**config.mk**
```make
export PLATFORM = sky130hd
export DESIGN_NAME = rasr_top
export DESIGN_NICKNAME = d
export VERILOG_FILES = /design/src/verilog/rasr_top.v /design/src/verilog/rasr_irq_ref.v /design/src/verilog/rasr_wb_slave.v
export VERILOG_INCLUDE_DIRS = /design/src /design/src/inc
export SDC_FILE = /design/constraint.sdc
export NUM_CORES = 1
export LEC_CHECK = 0
export BUFFER_PORTS_ARGS = -buffer_cell sky130_fd_sc_hd__buf_2
export CORE_MARGIN = 1
export CORE_UTILIZATION = 55
export CTS_CLUSTER_DIAMETER = 200
export DETAILED_ROUTE_END_ITERATION = 7
export PLACE_DENSITY = 0.77
export SLEW_MARGIN = 20
export SYNTH_ARGS = -nofsm -noshare
export SYNTH_HDL_FRONTEND = slang
export SYNTH_SLANG_ARGS = --single-unit
```
**constraint.sdc**
```tcl
create_clock -name clk_i -period 6.45 [get_ports clk_i]
set_clock_uncertainty 0.1 [all_clocks]
set_input_delay 0.645 -clock clk_i [delete_from_list [all_inputs] [get_ports clk_i]]
set_output_delay 0.645 -clock clk_i [all_outputs]
set_load 0.01 [all_outputs]
```
**src/inc/rasr_defines.vh**
```
// Constants for the reference action and status register bank.
// Assumes register indices are word indices on a 32-bit bus.
`ifndef RASR_DEFINES_VH
`define RASR_DEFINES_VH
// Register indices (byte address is four times the index)
`define RASR_IDX_W        12
`define RASR_IDX_A_CLR    12'ha08
`define RASR_IDX_B_CLR    12'ha09
`define RASR_IDX_SPARE_LO 12'ha0a
`define RASR_IDX_SPARE_HI 12'ha0b
`define RASR_IDX_PH_CTRL  12'ha0c
`define RASR_IDX_LAUNCH   12'ha0d
`define RASR_IDX_TIMEOUT  12'ha0e
`define RASR_IDX_OVERRIDE 12'ha0f
`define RASR_IDX_SKIP     12'ha10
`define RASR_IDX_EE_STAT  12'hd00
`define RASR_IDX_RO_LO    12'hd00
`define RASR_IDX_RO_HI    12'hd19
`define RASR_IDX_MON_A    12'hd06
`define RASR_IDX_MON_B    12'hd07
`define RASR_IDX_MASK_A   12'h20d
`define RASR_IDX_MASK_B   12'h20e
`define RASR_IDX_STEP_LO  12'h314
`define RASR_IDX_STEP_HI  12'h315
// Field positions
`define RASR_PH_RESET     2
`define RASR_PH_DEC       1
`define RASR_PH_INC       0
`define RASR_EE_FAULT     2
`define RASR_EE_LOAD      1
`define RASR_EE_SAVE      0
// Reset values and fillers
`define RASR_ZERO4        4'h0
`define RASR_ZERO8        8'h00
`define RASR_ZERO16       16'h0000
`define RASR_PAD24        24'h000000
`define RASR_EE_ZERO      3'h0
`define RASR_PAD5         5'h00
`endif

```
**src/verilog/rasr_top.v**
```verilog
// Reference action registers, phase offset stepping, monitor
// bits and EEPROM status readback behind a Wishbone slave.
// Assumes all inputs come from logic on clk_i.
//
// Notes on behaviour
// [RQ1] A-side clear bits drop matching pending flags
// [RQ2] B-side clear bits drop matching pending flags
// [RQ3] Phase bit 2 zeroes the offset
// [RQ4] Phase bit 1 subtracts the step size
// [RQ5] Phase bit 0 adds the step size
// [RQ6] All action bits clear themselves after writes
// [RQ7] Launch bits start per-reference profile selection
// [RQ8] Timeout bits emulate validation timer expiry
// [RQ9] Override bits override reference fault, default off
// [RQ10] Skip bits bypass reference monitor, default off
// [RQ11] Status readback range ignores all writes
// [RQ12] Status stays readable during EEPROM work
// [RQ13] Status bit 2 flags EEPROM fault
// [RQ14] Status bit 1 set while loading
// [RQ15] Status bit 0 set while saving
// [RQ16] Spare clear addresses do nothing
// [RQ17] Monitor bits set only by unmasked events
// [RQ18] Clear bit matches monitor bit position
// [RQ19] Zero writes inert, unused bits read zero
`include "rasr_defines.vh"
`timescale 1ns/1ps
`default_nettype none
module rasr_top #(
    parameter PH_W = 32                    // Offset width, above 16
) (
    input  wire            clk_i,          // Clock, 20 MHz
    input  wire            rst_i,          // Sync reset
    input  wire            ce_i,           // Clock enable

    input  wire            wb_cyc_i,       // Bus cycle
    input  wire            wb_stb_i,       // Strobe
    input  wire            wb_we_i,        // Write enable
    input  wire [13:0]     wb_adr_i,       // Byte address
    input  wire [3:0]      wb_sel_i,       // Byte selects
    input  wire [31:0]     wb_dat_i,       // Write data
    output wire [31:0]     wb_dat_o,       // Read data
    output wire            wb_ack_o,       // Acknowledge

    input  wire [15:0]     ref_event_i,    // Reference events
    input  wire            irq_reset_all_i,// Global IRQ clear
    input  wire            ee_fault_i,     // EEPROM fault seen
    input  wire            ee_load_i,      // EEPROM load busy
    input  wire            ee_save_i,      // EEPROM save busy

    output reg             irq_o,          // Interrupt level
    output reg  [PH_W-1:0] phase_offset_o, // Incremental offset
    output reg  [3:0]      launch_o,       // Profile select start
    output reg  [3:0]      timeout_o,      // Forced timeout
    output reg  [3:0]      override_o,     // Fault override
    output reg  [3:0]      skip_o          // Monitor bypass
);

    ////////////////////////////////////////////////////////////////
    // Address decode

    // Word index map of the bank (byte address is four times it):
    //   a08  A-side clear, one bit per pending flag
    //   a09  B-side clear, one bit per pending flag
    //   a0a  Spare clear, no function
    //   a0b  Spare clear, no function
    //   a0c  Phase control: bit 2 zero, bit 1 down, bit 0 up
    //   a0d  Profile selection launch, one bit per input
    //   a0e  Forced validation timeout, one bit per input
    //   a0f  Fault override, one bit per input
    //   a10  Monitor bypass, one bit per input
    //   d00  EEPROM status, read only
    //   d06  A-side monitor flags, read only
    //   d07  B-side monitor flags, read only
    //   20d  A-side event enables, read and write
    //   20e  B-side event enables, read and write
    //   314  Step size low byte, read and write
    //   315  Step size high byte, read and write
    // Action registers always read back as zero.

    // Match a bus index against a register index
    function hit;
        input [`RASR_IDX_W-1:0] a;
        input [`RASR_IDX_W-1:0] t;
        begin
            hit = (a == t);
        end
    endfunction

    wire [`RASR_IDX_W-1:0] idx;           // Word index
    wire                   wr_en;         // Write strobe
    wire [7:0]             wd;            // Write byte
    reg  [7:0]             rd_data;       // Read mux
    wire                   ro_range;      // Status range

    assign idx = wb_adr_i[13:2];
    assign wd  = wb_dat_i[7:0];

    // Whole status range, write-protected below
    assign ro_range = (idx >= `RASR_IDX_RO_LO)
                    && (idx <= `RASR_IDX_RO_HI);

    ////////////////////////////////////////////////////////////////
    // Bus front end

    // Every access is acknowledged one cycle after it is taken,
    // mapped or not; there is no error response.
    rasr_wb_slave u_bus (
        .clk_i     (clk_i),
        .rst_i     (rst_i),
        .ce_i      (ce_i),
        .wb_cyc_i  (wb_cyc_i),
        .wb_stb_i  (wb_stb_i),
        .wb_we_i   (wb_we_i),
        .wb_sel_i  (wb_sel_i),
        .rd_data_i (rd_data),
        .wb_dat_o  (wb_dat_o),
        .wb_ack_o  (wb_ack_o),
        .wr_en_o   (wr_en)
    );

    // Write strobe per register; status range never written
    wire w_a_clr;                          // A-side clear
    wire w_b_clr;                          // B-side clear
    wire w_ph;                             // Phase control
    wire w_launch;                         // Profile launch
    wire w_tmo;                            // Forced timeout
    wire w_ovr;                            // Override
    wire w_skip;                           // Bypass
    wire w_mask_a;                         // A mask
    wire w_mask_b;                         // B mask
    wire w_step_lo;                        // Step low byte
    wire w_step_hi;                        // Step high byte
    wire wr_ok;                            // Write allowed

    assign wr_ok     = wr_en & ~ro_range;  // [RQ11]
    assign w_a_clr   = wr_ok & hit(idx, `RASR_IDX_A_CLR);
    assign w_b_clr   = wr_ok & hit(idx, `RASR_IDX_B_CLR);
    assign w_ph      = wr_ok & hit(idx, `RASR_IDX_PH_CTRL);
    assign w_launch  = wr_ok & hit(idx, `RASR_IDX_LAUNCH);
    assign w_tmo     = wr_ok & hit(idx, `RASR_IDX_TIMEOUT);
    assign w_ovr     = wr_ok & hit(idx, `RASR_IDX_OVERRIDE);
    assign w_skip    = wr_ok & hit(idx, `RASR_IDX_SKIP);
    assign w_mask_a  = wr_ok & hit(idx, `RASR_IDX_MASK_A);
    assign w_mask_b  = wr_ok & hit(idx, `RASR_IDX_MASK_B);
    assign w_step_lo = wr_ok & hit(idx, `RASR_IDX_STEP_LO);
    assign w_step_hi = wr_ok & hit(idx, `RASR_IDX_STEP_HI);
    // Spare clear indices decode to nothing at all [RQ16]

    ////////////////////////////////////////////////////////////////
    // Plain storage registers

    reg [7:0]  mask_a;                     // A-side enables
    reg [7:0]  mask_b;                     // B-side enables
    reg [15:0] step;                       // Phase step size
    reg [2:0]  ee_stat;                    // EEPROM status copy

    // Enable masks gate both flag setting and the interrupt.
    // Masks and step size, written byte by byte
    always @(posedge clk_i)
    begin
        if (rst_i)
        begin
            mask_a <= `RASR_ZERO8;
            mask_b <= `RASR_ZERO8;
            step   <= `RASR_ZERO16;
        end
        else if (ce_i)
        begin
            if (w_mask_a)
                mask_a <= wd;
            if (w_mask_b)
                mask_b <= wd;
            if (w_step_lo)
                step[7:0] <= wd;
            if (w_step_hi)
                step[15:8] <= wd;
        end
    end

    // One cycle of delay on these bits is harmless, since
    // software polls them far slower than they change.
    // Sample EEPROM state; no bus gating during transfers
    always @(posedge clk_i)
    begin
        if (rst_i)
            ee_stat <= `RASR_EE_ZERO;
        else if (ce_i)
        begin
            ee_stat[`RASR_EE_FAULT] <= ee_fault_i; // [RQ13]
            ee_stat[`RASR_EE_LOAD]  <= ee_load_i;  // [RQ14]
            ee_stat[`RASR_EE_SAVE]  <= ee_save_i;  // [RQ15]
        end
    end

    ////////////////////////////////////////////////////////////////
    // Self-clearing action pulses

    // Bit order of all four action outputs:
    //   bit 3  Second B-side input
    //   bit 2  First B-side input
    //   bit 1  Second A-side input
    //   bit 0  First A-side input
    // Override and bypass are one-cycle pulses here; a consumer
    // that needs a level must hold its own copy.
    // Pulse for one cycle per written one, then back to zero
    always @(posedge clk_i)
    begin
        if (rst_i)
        begin
            launch_o   <= `RASR_ZERO4;
            timeout_o  <= `RASR_ZERO4;
            override_o <= `RASR_ZERO4;     // [RQ9]
            skip_o     <= `RASR_ZERO4;     // [RQ10]
        end
        else if (ce_i)
        begin
            launch_o   <= w_launch ? wd[3:0] : `RASR_ZERO4; // [RQ7] [RQ6]
            timeout_o  <= w_tmo    ? wd[3:0] : `RASR_ZERO4; // [RQ8]
            override_o <= w_ovr    ? wd[3:0] : `RASR_ZERO4; // [RQ9]
            skip_o     <= w_skip   ? wd[3:0] : `RASR_ZERO4; // [RQ10]
        end
    end
    // Zero bits yield no pulse, so zero writes are inert [RQ6] [RQ19]

    ////////////////////////////////////////////////////////////////
    // Incremental phase offset

    wire [PH_W-1:0] step_ext;              // Zero-extended step
    wire            ph_rst;                // Zero request
    wire            ph_dec;                // Step down
    wire            ph_inc;                // Step up
    reg  [PH_W-1:0] next_phase;            // Next offset

    assign step_ext = {{(PH_W-16){1'b0}}, step};
    assign ph_rst   = w_ph & wd[`RASR_PH_RESET]; // [RQ6]
    assign ph_dec   = w_ph & wd[`RASR_PH_DEC];
    assign ph_inc   = w_ph & wd[`RASR_PH_INC];

    // Zero wins; up and down together cancel out
    always @*
    begin
        next_phase = phase_offset_o;
        if (ph_rst)
            next_phase = {PH_W{1'b0}};                   // [RQ3]
        else if (ph_dec && !ph_inc)
            next_phase = phase_offset_o - step_ext;      // [RQ4]
        else if (ph_inc && !ph_dec)
            next_phase = phase_offset_o + step_ext;      // [RQ5]
    end

    // Limitation: no saturation, a long run of steps in one
    // direction wraps the offset around.
    // Offset wraps in two's complement
    always @(posedge clk_i)
    begin
        if (rst_i)
            phase_offset_o <= {PH_W{1'b0}};
        else if (ce_i)
            phase_offset_o <= next_phase;
    end

    ////////////////////////////////////////////////////////////////
    // Reference interrupt monitor bits

    // Bit layout of each monitor byte, same as its clear byte:
    //   bit 7  Second input, new profile
    //   bit 6  Second input, validated
    //   bit 5  Second input, fault cleared
    //   bit 4  Second input, fault
    //   bit 3  First input, new profile
    //   bit 2  First input, validated
    //   bit 1  First input, fault cleared
    //   bit 0  First input, fault
    wire [7:0] mon_a;                      // A-side monitor
    wire [7:0] mon_b;                      // B-side monitor
    wire [7:0] clr_a;                      // A-side clears
    wire [7:0] clr_b;                      // B-side clears

    assign clr_a = w_a_clr ? wd : `RASR_ZERO8;            // [RQ1]
    assign clr_b = w_b_clr ? wd : `RASR_ZERO8;            // [RQ2]

    // Clear and event in one cycle leave the flag set, so
    // software never loses an event it has not yet seen.
    // The global clear reaches both groups at once.
    rasr_irq_ref #(
        .W (8)
    ) u_irq_a (
        .clk_i       (clk_i),
        .rst_i       (rst_i),
        .ce_i        (ce_i),
        .event_i     (ref_event_i[7:0]),
        .mask_i      (mask_a),
        .clear_i     (clr_a),
        .clear_all_i (irq_reset_all_i),
        .mon_o       (mon_a)
    );

    rasr_irq_ref #(
        .W (8)
    ) u_irq_b (
        .clk_i       (clk_i),
        .rst_i       (rst_i),
        .ce_i        (ce_i),
        .event_i     (ref_event_i[15:8]),
        .mask_i      (mask_b),
        .clear_i     (clr_b),
        .clear_all_i (irq_reset_all_i),
        .mon_o       (mon_b)
    );

    // Level interrupt while any enabled flag stands
    always @(posedge clk_i)
    begin
        if (rst_i)
            irq_o <= 1'b0;
        else if (ce_i)
            irq_o <= |((mon_a & mask_a) | (mon_b & mask_b));
    end

    ////////////////////////////////////////////////////////////////
    // Read mux

    // No wait states and no gating here: status stays readable
    // while an EEPROM load or save is running.
    // Action registers read zero; unmapped reads zero too
    always @*
    begin
        rd_data = `RASR_ZERO8;
        if (hit(idx, `RASR_IDX_EE_STAT))
            rd_data = {`RASR_PAD5, ee_stat}; // [RQ12] [RQ19]
        else if (hit(idx, `RASR_IDX_MON_A))
            rd_data = mon_a;
        else if (hit(idx, `RASR_IDX_MON_B))
            rd_data = mon_b;
        else if (hit(idx, `RASR_IDX_MASK_A))
            rd_data = mask_a;
        else if (hit(idx, `RASR_IDX_MASK_B))
            rd_data = mask_b;
        else if (hit(idx, `RASR_IDX_STEP_LO))
            rd_data = step[7:0];
        else if (hit(idx, `RASR_IDX_STEP_HI))
            rd_data = step[15:8];
    end

endmodule // rasr_top
`default_nettype wire

```
**src/verilog/rasr_irq_ref.v**
```verilog
// Sticky interrupt monitor bits for one group of reference events.
// Assumes events are one-cycle pulses from logic on the same clock.
`timescale 1ns/1ps
`default_nettype none
module rasr_irq_ref #(
    parameter W = 8                        // Number of monitor bits
) (
    input  wire         clk_i,             // Clock
    input  wire         rst_i,             // Sync reset
    input  wire         ce_i,              // Clock enable
    input  wire [W-1:0] event_i,           // Event pulses
    input  wire [W-1:0] mask_i,            // 1 lets the event in
    input  wire [W-1:0] clear_i,           // Write-one clear pulses
    input  wire         clear_all_i,       // Global clear pulse
    output reg  [W-1:0] mon_o              // Monitor bits
);
    ////////////////////////////////////////////////////////////////
    wire [W-1:0] set_bits;                 // Unmasked events
    wire [W-1:0] clr_bits;                 // Combined clears

    assign set_bits = event_i & mask_i;    // [RQ17]
    assign clr_bits = clear_i | {W{clear_all_i}};

    // Set beats clear so a coincident event is never lost
    always @(posedge clk_i)
    begin
        if (rst_i)
            mon_o <= {W{1'b0}};                           // [RQ17]
        else if (ce_i)
            mon_o <= (mon_o & ~clr_bits) | set_bits;      // [RQ18]
    end
endmodule // rasr_irq_ref
`default_nettype wire

```
**src/verilog/rasr_wb_slave.v**
```verilog
// Classic Wishbone slave front end for 8-bit registers.
// Assumes the master holds its request until it samples ack.
`include "rasr_defines.vh"
`timescale 1ns/1ps
`default_nettype none
module rasr_wb_slave (
    input  wire        clk_i,              // Clock
    input  wire        rst_i,              // Sync reset
    input  wire        ce_i,               // Clock enable
    input  wire        wb_cyc_i,           // Bus cycle
    input  wire        wb_stb_i,           // Strobe
    input  wire        wb_we_i,            // Write enable
    input  wire [3:0]  wb_sel_i,           // Byte selects
    input  wire [7:0]  rd_data_i,          // Read data from bank
    output reg  [31:0] wb_dat_o,           // Read data
    output reg         wb_ack_o,           // Acknowledge
    output wire        wr_en_o             // Write takes effect now
);
    ////////////////////////////////////////////////////////////////
    wire req;                              // New request pending

    assign req = wb_cyc_i & wb_stb_i & ~wb_ack_o;

    // Write lands on the edge where the master sees ack
    assign wr_en_o = ce_i & wb_ack_o & wb_cyc_i & wb_stb_i
                   & wb_we_i & wb_sel_i[0];

    // Ack one cycle after request, dropped the cycle after
    always @(posedge clk_i)
    begin
        if (rst_i)
        begin
            wb_ack_o <= 1'b0;
            wb_dat_o <= {`RASR_PAD24, `RASR_ZERO8};
        end
        else if (ce_i)
        begin
            wb_ack_o <= req;
            if (req)
                wb_dat_o <= {`RASR_PAD24, rd_data_i};
        end
    end
endmodule // rasr_wb_slave
`default_nettype wire

```
==> results of run 1 <==
==> stage by stage <==
| stage | utilization | cell area, sq um | hold WS [ns] | setup slack, ns |
|---|---|---|---|---|
| after floorplan | - | 6850 | 0.3557 | 2.118 |
| after global placement | 0.6057 | 7276 | 0.3648 | 1.241 |
| after detailed placement | 0.6057 | 7276 | 0.3675 | 1.192 |
| after CTS | 0.6300 | 7567 | 0.3772 | 1.496 |
| after global routing | 0.6300 | 7567 | 0.4024 | 1.013 |
| final | 0.6300 | 7567 | 0.3717 | 1.409 |
==> cell type report <==
| cell class | instances | area, sq um |
|---|---|---|
| inverter | 19 | 71.32 |
| multi-input combinational | 709 | 4273 |
| clock buffer | 10 | 239.0 |
| sequential | 109 | 2182 |
| clock inverter | 6 | 52.55 |
| timing repair buffer | 110 | 565.5 |
| fill | 1116 | 4444 |
| tap | 147 | 183.9 |
==> flip-flops by register name, indices dropped and copies added, names as in the netlist <==
name and flops:
override_o 4, launch_o 4, mask_a 8, u_bus.wb_ack_o 1, ee_stat 3, timeout_o 4, u_irq_a.mon_o 8, skip_o 4
phase_offset_o 32, mask_b 8, u_bus.wb_dat_o 8, irq_o 1, step 16, u_irq_b.mon_o 8
==> power groups by stage <==
stage	Clock [uW]	Sequential (uW)	Combinational [uW]
floorplan	0	693	49.4
global placement	0	692	69.9
detailed placement	0	692	70.9
CTS	562	676	71.0
global route	586	677	77.8
finish	555	677	71.9
==> tightest hold or removal path: cells and delay by family, from the launching register on <==
family | cells | cell delay, ns
AOI/OAI and AO/OA | 1 | 0.05
DFF | 1 | 0.32
and+or+nand+nor | 1 | 0.06
==> cells by family (layout without fill, tap and decap cells) <==
kind of cell    count (synthesis)  in the layout
simple gates                  356            356
xor+xnor                       37             37
other cells                     1             24
compound gates                236            236
mux                            22             22
fa+ha+maj                      34             34
flops                         109            109
buf+inv                        82            145
==> layout by cell type (no fill, tap or decap), drive strengths merged, types with 8 or more instances in the layout <==
master / Yosys / routed
a211oi: 9 / 9
a21oi: 96 / 96
a222oi: 8 / 8
a22oi: 22 / 22
buf: 28 / 110
clkbuf: 35 / 10
conb: 1 / 24
dfxtp: 109 / 109
ha: 33 / 33
inv: 19 / 22
mux2i: 22 / 22
nand2: 108 / 108
nand2b: 9 / 9
nand3: 60 / 60
nor2: 94 / 94
nor2b: 20 / 20
nor3: 18 / 18
nor4: 9 / 9
o21ai: 43 / 43
o31ai: 8 / 8
o41ai: 9 / 9
xnor2: 16 / 16
xor2: 21 / 21
==> worst max-delay path by stage <==
stage	start	endpoint	slack (ns)	cells after the start
2_1_floorplan	step[7]	phase_offset_o[30]	2.12	17
3_3_place_gp	wb_adr_i[7]	phase_offset_o[30]	1.24	15
3_5_place_dp	wb_adr_i[7]	phase_offset_o[30]	1.19	16
4_1_cts	step[7]	phase_offset_o[30]	1.50	16
5_1_grt	wb_adr_i[7]	phase_offset_o[30]	1.01	16
6_report	step[7]	phase_offset_o[30]	1.41	16
==> metal layers <==
layer / vias up / wire length (um)
li1: 3267 / -
met1: 2988 / 8030
met2: 232 / 8340
met4: 0 / 294
met3: 22 / 1152
met5: - / 0
==> metrics, run 1 <==
status=finished, final reports clean; CP dominant cell by count=ha_1; Primary FF master, synth=dfxtp_1; critical path peak fanout=9; Inst Count DP=approximately 1100; post-synthesis mux area share=0.03256; Port Buffer Count=roughly 100; CTS tree=yes; # setup viols final=0; DRT Pass-1 Iters=5; hold wc startpoint=phase_offset_o[0]; gp weighted congestion=0.9116; Hold Path End=phase_offset_o[0]; vias in the first global route=5966; initial antenna violation count=0; Slowest-stage cell, CP=or4_1; first-pass GRT wire length=approximately 30000 um; Max-slew headroom=0.3918; Post-Synth XOR/XNOR Area=0.04791; Root Driver=clkbuf_16; met3 GRT Util=0.05410; ys async rst share=0; global route hottest layer=met2; Routed WL per cell=16.05 um; max-cap viol count=0; post-CTS setup buffer count=0; Synth area leaders=dfxtp_1 32%, a21oi_1 7.1%, ha_1 6.1%; Tot Pwr=1304 uW; Post-Synth Adder-Cell Area=0.06400; worst skew pair latency=around 0.36 ns; post-synth top area share=0.3226; Final Non-Filler Cells=around 1100; CP bufs+invs=0; Min-Delay Path Class=flip-flop to flip-flop; core box area=between 10000 and 15000 sq um; met2 GRT Util=0.4819; Clk pwr share=0.426; Mapped Avg Cell Area=7.713 sq um; crit path DAT=5.17 ns; register area share after synthesis=0.3226; full die area=between 10000 and 15000 sq um; CTS-repair resized insts=0; CTS buffer count=9; Post-Syn Area=slightly below 7000 sq um; Area growth syn-to-layout=11.88%; switch share=0.2524; period utilization=0.7815; Post-Synthesis Cells=slightly below 900; Reg clk slew, reported paths=about 0.080 ns; Die W=approximately 110 um; Post-DP HPWL=13050 um; FF-to-FF setup slack=1.41 ns; Vias=approximately 6500; largest family of logic cells by synthesized area=simple AND/OR/NAND/NOR gates; Top delay family on crit path=simple AND/OR/NAND/NOR gates; Fmax=a little under 200 MHz; total grt overflow=0; layout cells sized above 1=0.1537; P per Cell Area=172.3 nW/um^2; unrepaired setup endpoints after global routing=false; VDD IR max=197.2 uV; Synth area leader=dfxtp_1; largest net degree at the start of global routing=49; Seq cells post-synth=roughly 110; Clock Sinks=109; Psw=around 330 uW; n_diodes=0; simple-gate share of the synthesized area=0.2564; Worst R2R Path Depth=16; Routed Antenna Nets=0; Critical R2R Capture=phase_offset_o[30]; Int Pwr=approximately 970 uW; Yosys warning count=0; delay of the slowest cell on the worst path=roughly 0.59 ns; Via density=slightly below 6; worst-path cell chain=or4_1, nor3_1, nand3_1, or2_2, nor4_1, ha_1, mux2i_1, ha_1, and4_1, and3_1, a221o_1, and2_1, o311ai_0, a31oi_1, xnor2_1, o21ai_0; H-tree level count=3; Unique masters post-synth=66; Comb pwr share=0.055; top cells by count, synth=109 x dfxtp_1, 106 x nand2_1, 96 x a21oi_1; DRC=0; actual slew at the worst max-slew pin=slightly above 0.9 ns; count leader, synth=dfxtp_1; hold path depth=2; worst r2r src=step[7]; Compound-Gate Fraction of Synth Area=0.2166; sequential share of power=0.519; final max-slew violation count=0; CP required=roughly 6.6 ns; initial core utilization=0.5631; crit start category=flip-flop; clk buf depth=2; Setup CP Type=flip-flop to flip-flop; Leak Pwr=roughly 0.0032 uW; GRT Util Overall=0.2875; drt initial violations=approximately 520; Site Rows=40; Crit. End Element=flip-flop; DRT Wirelength=between 15000 and 20000 um; CTS hold repair buffers=0; GRT met1 Usage=0.3801; I/O pin cnt=about 160; number of synthesized flops with an enable pin=0; chip height=112.9 um; fin crit period=5.041 ns; final hold violations=0; final net count=~1100; setup TNS=0 ns
Power figures use the tool's default switching activity.
==> run 2, diff against run 1 <==
- ABC_AREA: unset -> 1
- PLACE_DENSITY: 0.77 -> 0.76
- clock period: 6.45 -> 4.8 ns (I/O delays scaled with it)
==> run 2 against run 1 <==
Flip-flop and latch count unchanged. Highest routed layer unchanged. Clock power increased by 37%. Synthesized area increased by 9.7%. Sequential share of layout area decreased by 2.3 points. Largest power group unchanged. Design area increased by 8.8%. Combinational power increased by 35%.
==> metrics, run 2 <==
top cells by count, synth=296 x nand2_1, 144 x a21oi_1, 109 x dfxtp_1, 109 x inv_1, 91 x nand3_1; Min-Delay Path Class=input port to flip-flop; Vias=~7800; post-synth top area share=0.2940; Post-Synthesis Cells=around 1200; GRT Util Overall=0.3063; Crit. End Element=flip-flop; fin crit period=between 4 and 5 ns; CP required=4.91 ns; actual slew at the worst max-slew pin=~0.9 ns; Post-DP Area=around 8000 sq um; Site Rows=42; vias in the first global route=approximately 7100; Via density=about 5.5; chip height=around 120 um; I/O pin cnt=~160; Area growth syn-to-layout=10.94%; largest family of logic cells by synthesized area=simple AND/OR/NAND/NOR gates; max-cap viol count=0; Primary FF master, synth=dfxtp_1; DRT Wirelength=~21000 um; initial antenna violation count=0; period utilization=0.8664; unrepaired setup endpoints after global routing=false; register area share after synthesis=0.2940; most common cell after layout, fill and taps aside=nand2_1; crit path DAT=4.27 ns; drt initial violations=572; H-tree level count=3; Comb pwr share=0.055; Leak Pwr=0.003944 uW; Clk pwr share=0.430; CTS buffer count=9; most flop-heavy register=phase_offset_o; Compound-Gate Fraction of Synth Area=0.2031; Post-Syn Area=between 7000 and 8000 sq um; DRC=0; P per Cell Area=roughly 210 nW/um^2; total grt overflow=0; Unique masters post-synth=between 40 and 50; Yosys warning count=0; Max-slew headroom=0.3943; largest net degree at the start of global routing=85; # setup viols final=0; layout cells sized above 1=0.1224; Port Buffer Count=104; first-pass GRT wire length=34620 um; sequential share of power=0.515; gp weighted congestion=0.9419; ys async rst share=0; Reg clk slew, reported paths=about 0.08 ns; switch share=0.2625; initial core utilization=0.5627; Largest regs=phase_offset_o x32, step x16; number of synthesized flops with an enable pin=0; core box area=around 13000 sq um; Mapped Avg Cell Area=about 6.4 sq um; Post-Synth XOR/XNOR Area=0.02596; Routed WL per cell=around 15 um; Post-Synth Adder-Cell Area=0.05833; Clock Sinks=approximately 110; CTS-repair resized insts=0; Fmax=240.5 MHz; Seq cells post-synth=~110; Setup CP Type=flip-flop to flip-flop; Int Pwr=between 1000 and 1500 uW; clk buf depth=2; full die area=13960 sq um; crit start category=flip-flop; Synth area leader=dfxtp_1; final net count=roughly 1300; Post-DP HPWL=16060 um; final max-slew violation count=0; status=finished, final reports clean; post-route cell area=8234 sq um; final hold violations=0; commonest non-fill, non-tap cells in the layout=296 x nand2_1, 144 x a21oi_1, 109 x inv_1, 109 x dfxtp_1, 104 x buf_2; Synth area leaders=dfxtp_1 29%, nand2_1 15%, a21oi_1 9.7%; n_diodes=0; Psw=around 460 uW; simple-gate share of the synthesized area=0.3129; setup TNS=0 ns; CTS tree=yes; DRT Pass-1 Iters=8; post-synthesis mux area share=0; VDD IR max=between 200 and 300 uV; critical path peak fanout=8; Die W=about 120 um; Root Driver=clkbuf_16; count leader, synth=nand2_1; Routed Antenna Nets=0; post-CTS setup buffer count=0; max reg flops=32; CTS hold repair buffers=0; worst skew pair latency=between 0.3 and 0.4 ns
[run 2: cell count changes after synthesis, sizes merged, moves of 14 or more]
| cell | change |
|---|---|
| a21oi | +49 |
| a22oi | -22 |
| inv | +93 |
| mux2i | -22 |
| nand2 | +188 |
| nand3 | +32 |
| nand4 | +20 |
| nor2b | -20 |
| o21ai | +35 |
| xnor2 | -14 |
[run 2: kinds of logic after synthesis]
family | count (synthesis)
xor gates and xnor gates | 22
and+or+nand+nor | 542
adders and majority gates | 34
other | 1
AOI/OAI and AO/OA | 272
DFF | 109
buffers and inverters | 177
[run 2: metrics by stage]
| step | power [uW] | utilization | worst slack, ns | instances | hold WS, ns |
|---|---|---|---|---|---|
| final | 1763 | 0.6243 | 0.6415 | 1418 | 0.2353 |
| after global routing | 1821 | 0.6243 | 0.2168 | 1418 | 0.2348 |
| after CTS | 1774 | 0.6243 | 0.7011 | 1418 | 0.2317 |
| after detailed placement | 1026 | 0.6024 | 0.4515 | 1402 | 0.3529 |
| after global placement | 1026 | 0.6018 | 0.5432 | 1402 | 0.3507 |
| after floorplan | 1000 | - | 1.480 | 1180 | 0.3465 |
[run 2: routing by layer]
| metal | vias up | GRT usage | routed length, um |
|---|---|---|---|
| met5 | - | 0 | 0 |
| met4 | 0 | 0.1122 | 548 |
| met3 | 38 | 0.03958 | 1064 |
| met2 | 232 | 0.5393 | 10320 |
| met1 | 3578 | 0.3801 | 9187 |
| li1 | 3995 | - | - |
[run 2: worst paths after layout]
| check | from | to | slack [ns] | depth (start not counted) |
|---|---|---|---|---|
| min reg2reg | launch_o[0] | launch_o[0] | 0.36 | 2 |
| min | ee_save_i | ee_stat[0] | 0.24 | 3 |
| max reg2reg | step[1] | phase_offset_o[22] | 0.64 | 18 |
| max | step[1] | phase_offset_o[22] | 0.64 | 18 |
[run 2: worst max-delay path, cell delays in order (launching register included)]
cell	delay, ns
dfxtp_1	0.32
inv_1	0.12
ha_1	0.16
inv_1	0.05
nor3_1	0.18
nand3_1	0.13
nor3_1	0.20
nand3_1	0.13
nor3_1	0.20
nand3_1	0.28
o31ai_1	0.55
ha_1	0.38
nand2_1	0.12
o21ai_0	0.21
a21oi_1	0.27
nand3_1	0.16
or2_2	0.30
nand3_1	0.07
a21oi_1	0.06
[run 2: final cells by class]
class                      instances  area, sq um
fill                            1317         4956
multi-input combinational        894         4553
sequential                       109         2182
timing repair buffer             110        565.5
inverter                         113        424.2
clock buffer                      10        229.0
tap                              176        220.2
clock inverter                     6        60.06
[run 2: power by group through the flow]
| stage | clock [uW] | sequential (uW) | combinational [uW] |
|---|---|---|---|
| floorplan | 0 | 930 | 69.9 |
| global placement | 0 | 930 | 96.0 |
| detailed placement | 0 | 930 | 96.5 |
| CTS | 769 | 908 | 96.8 |
| global route | 805 | 909 | 107 |
| finish | 758 | 908 | 97.4 |
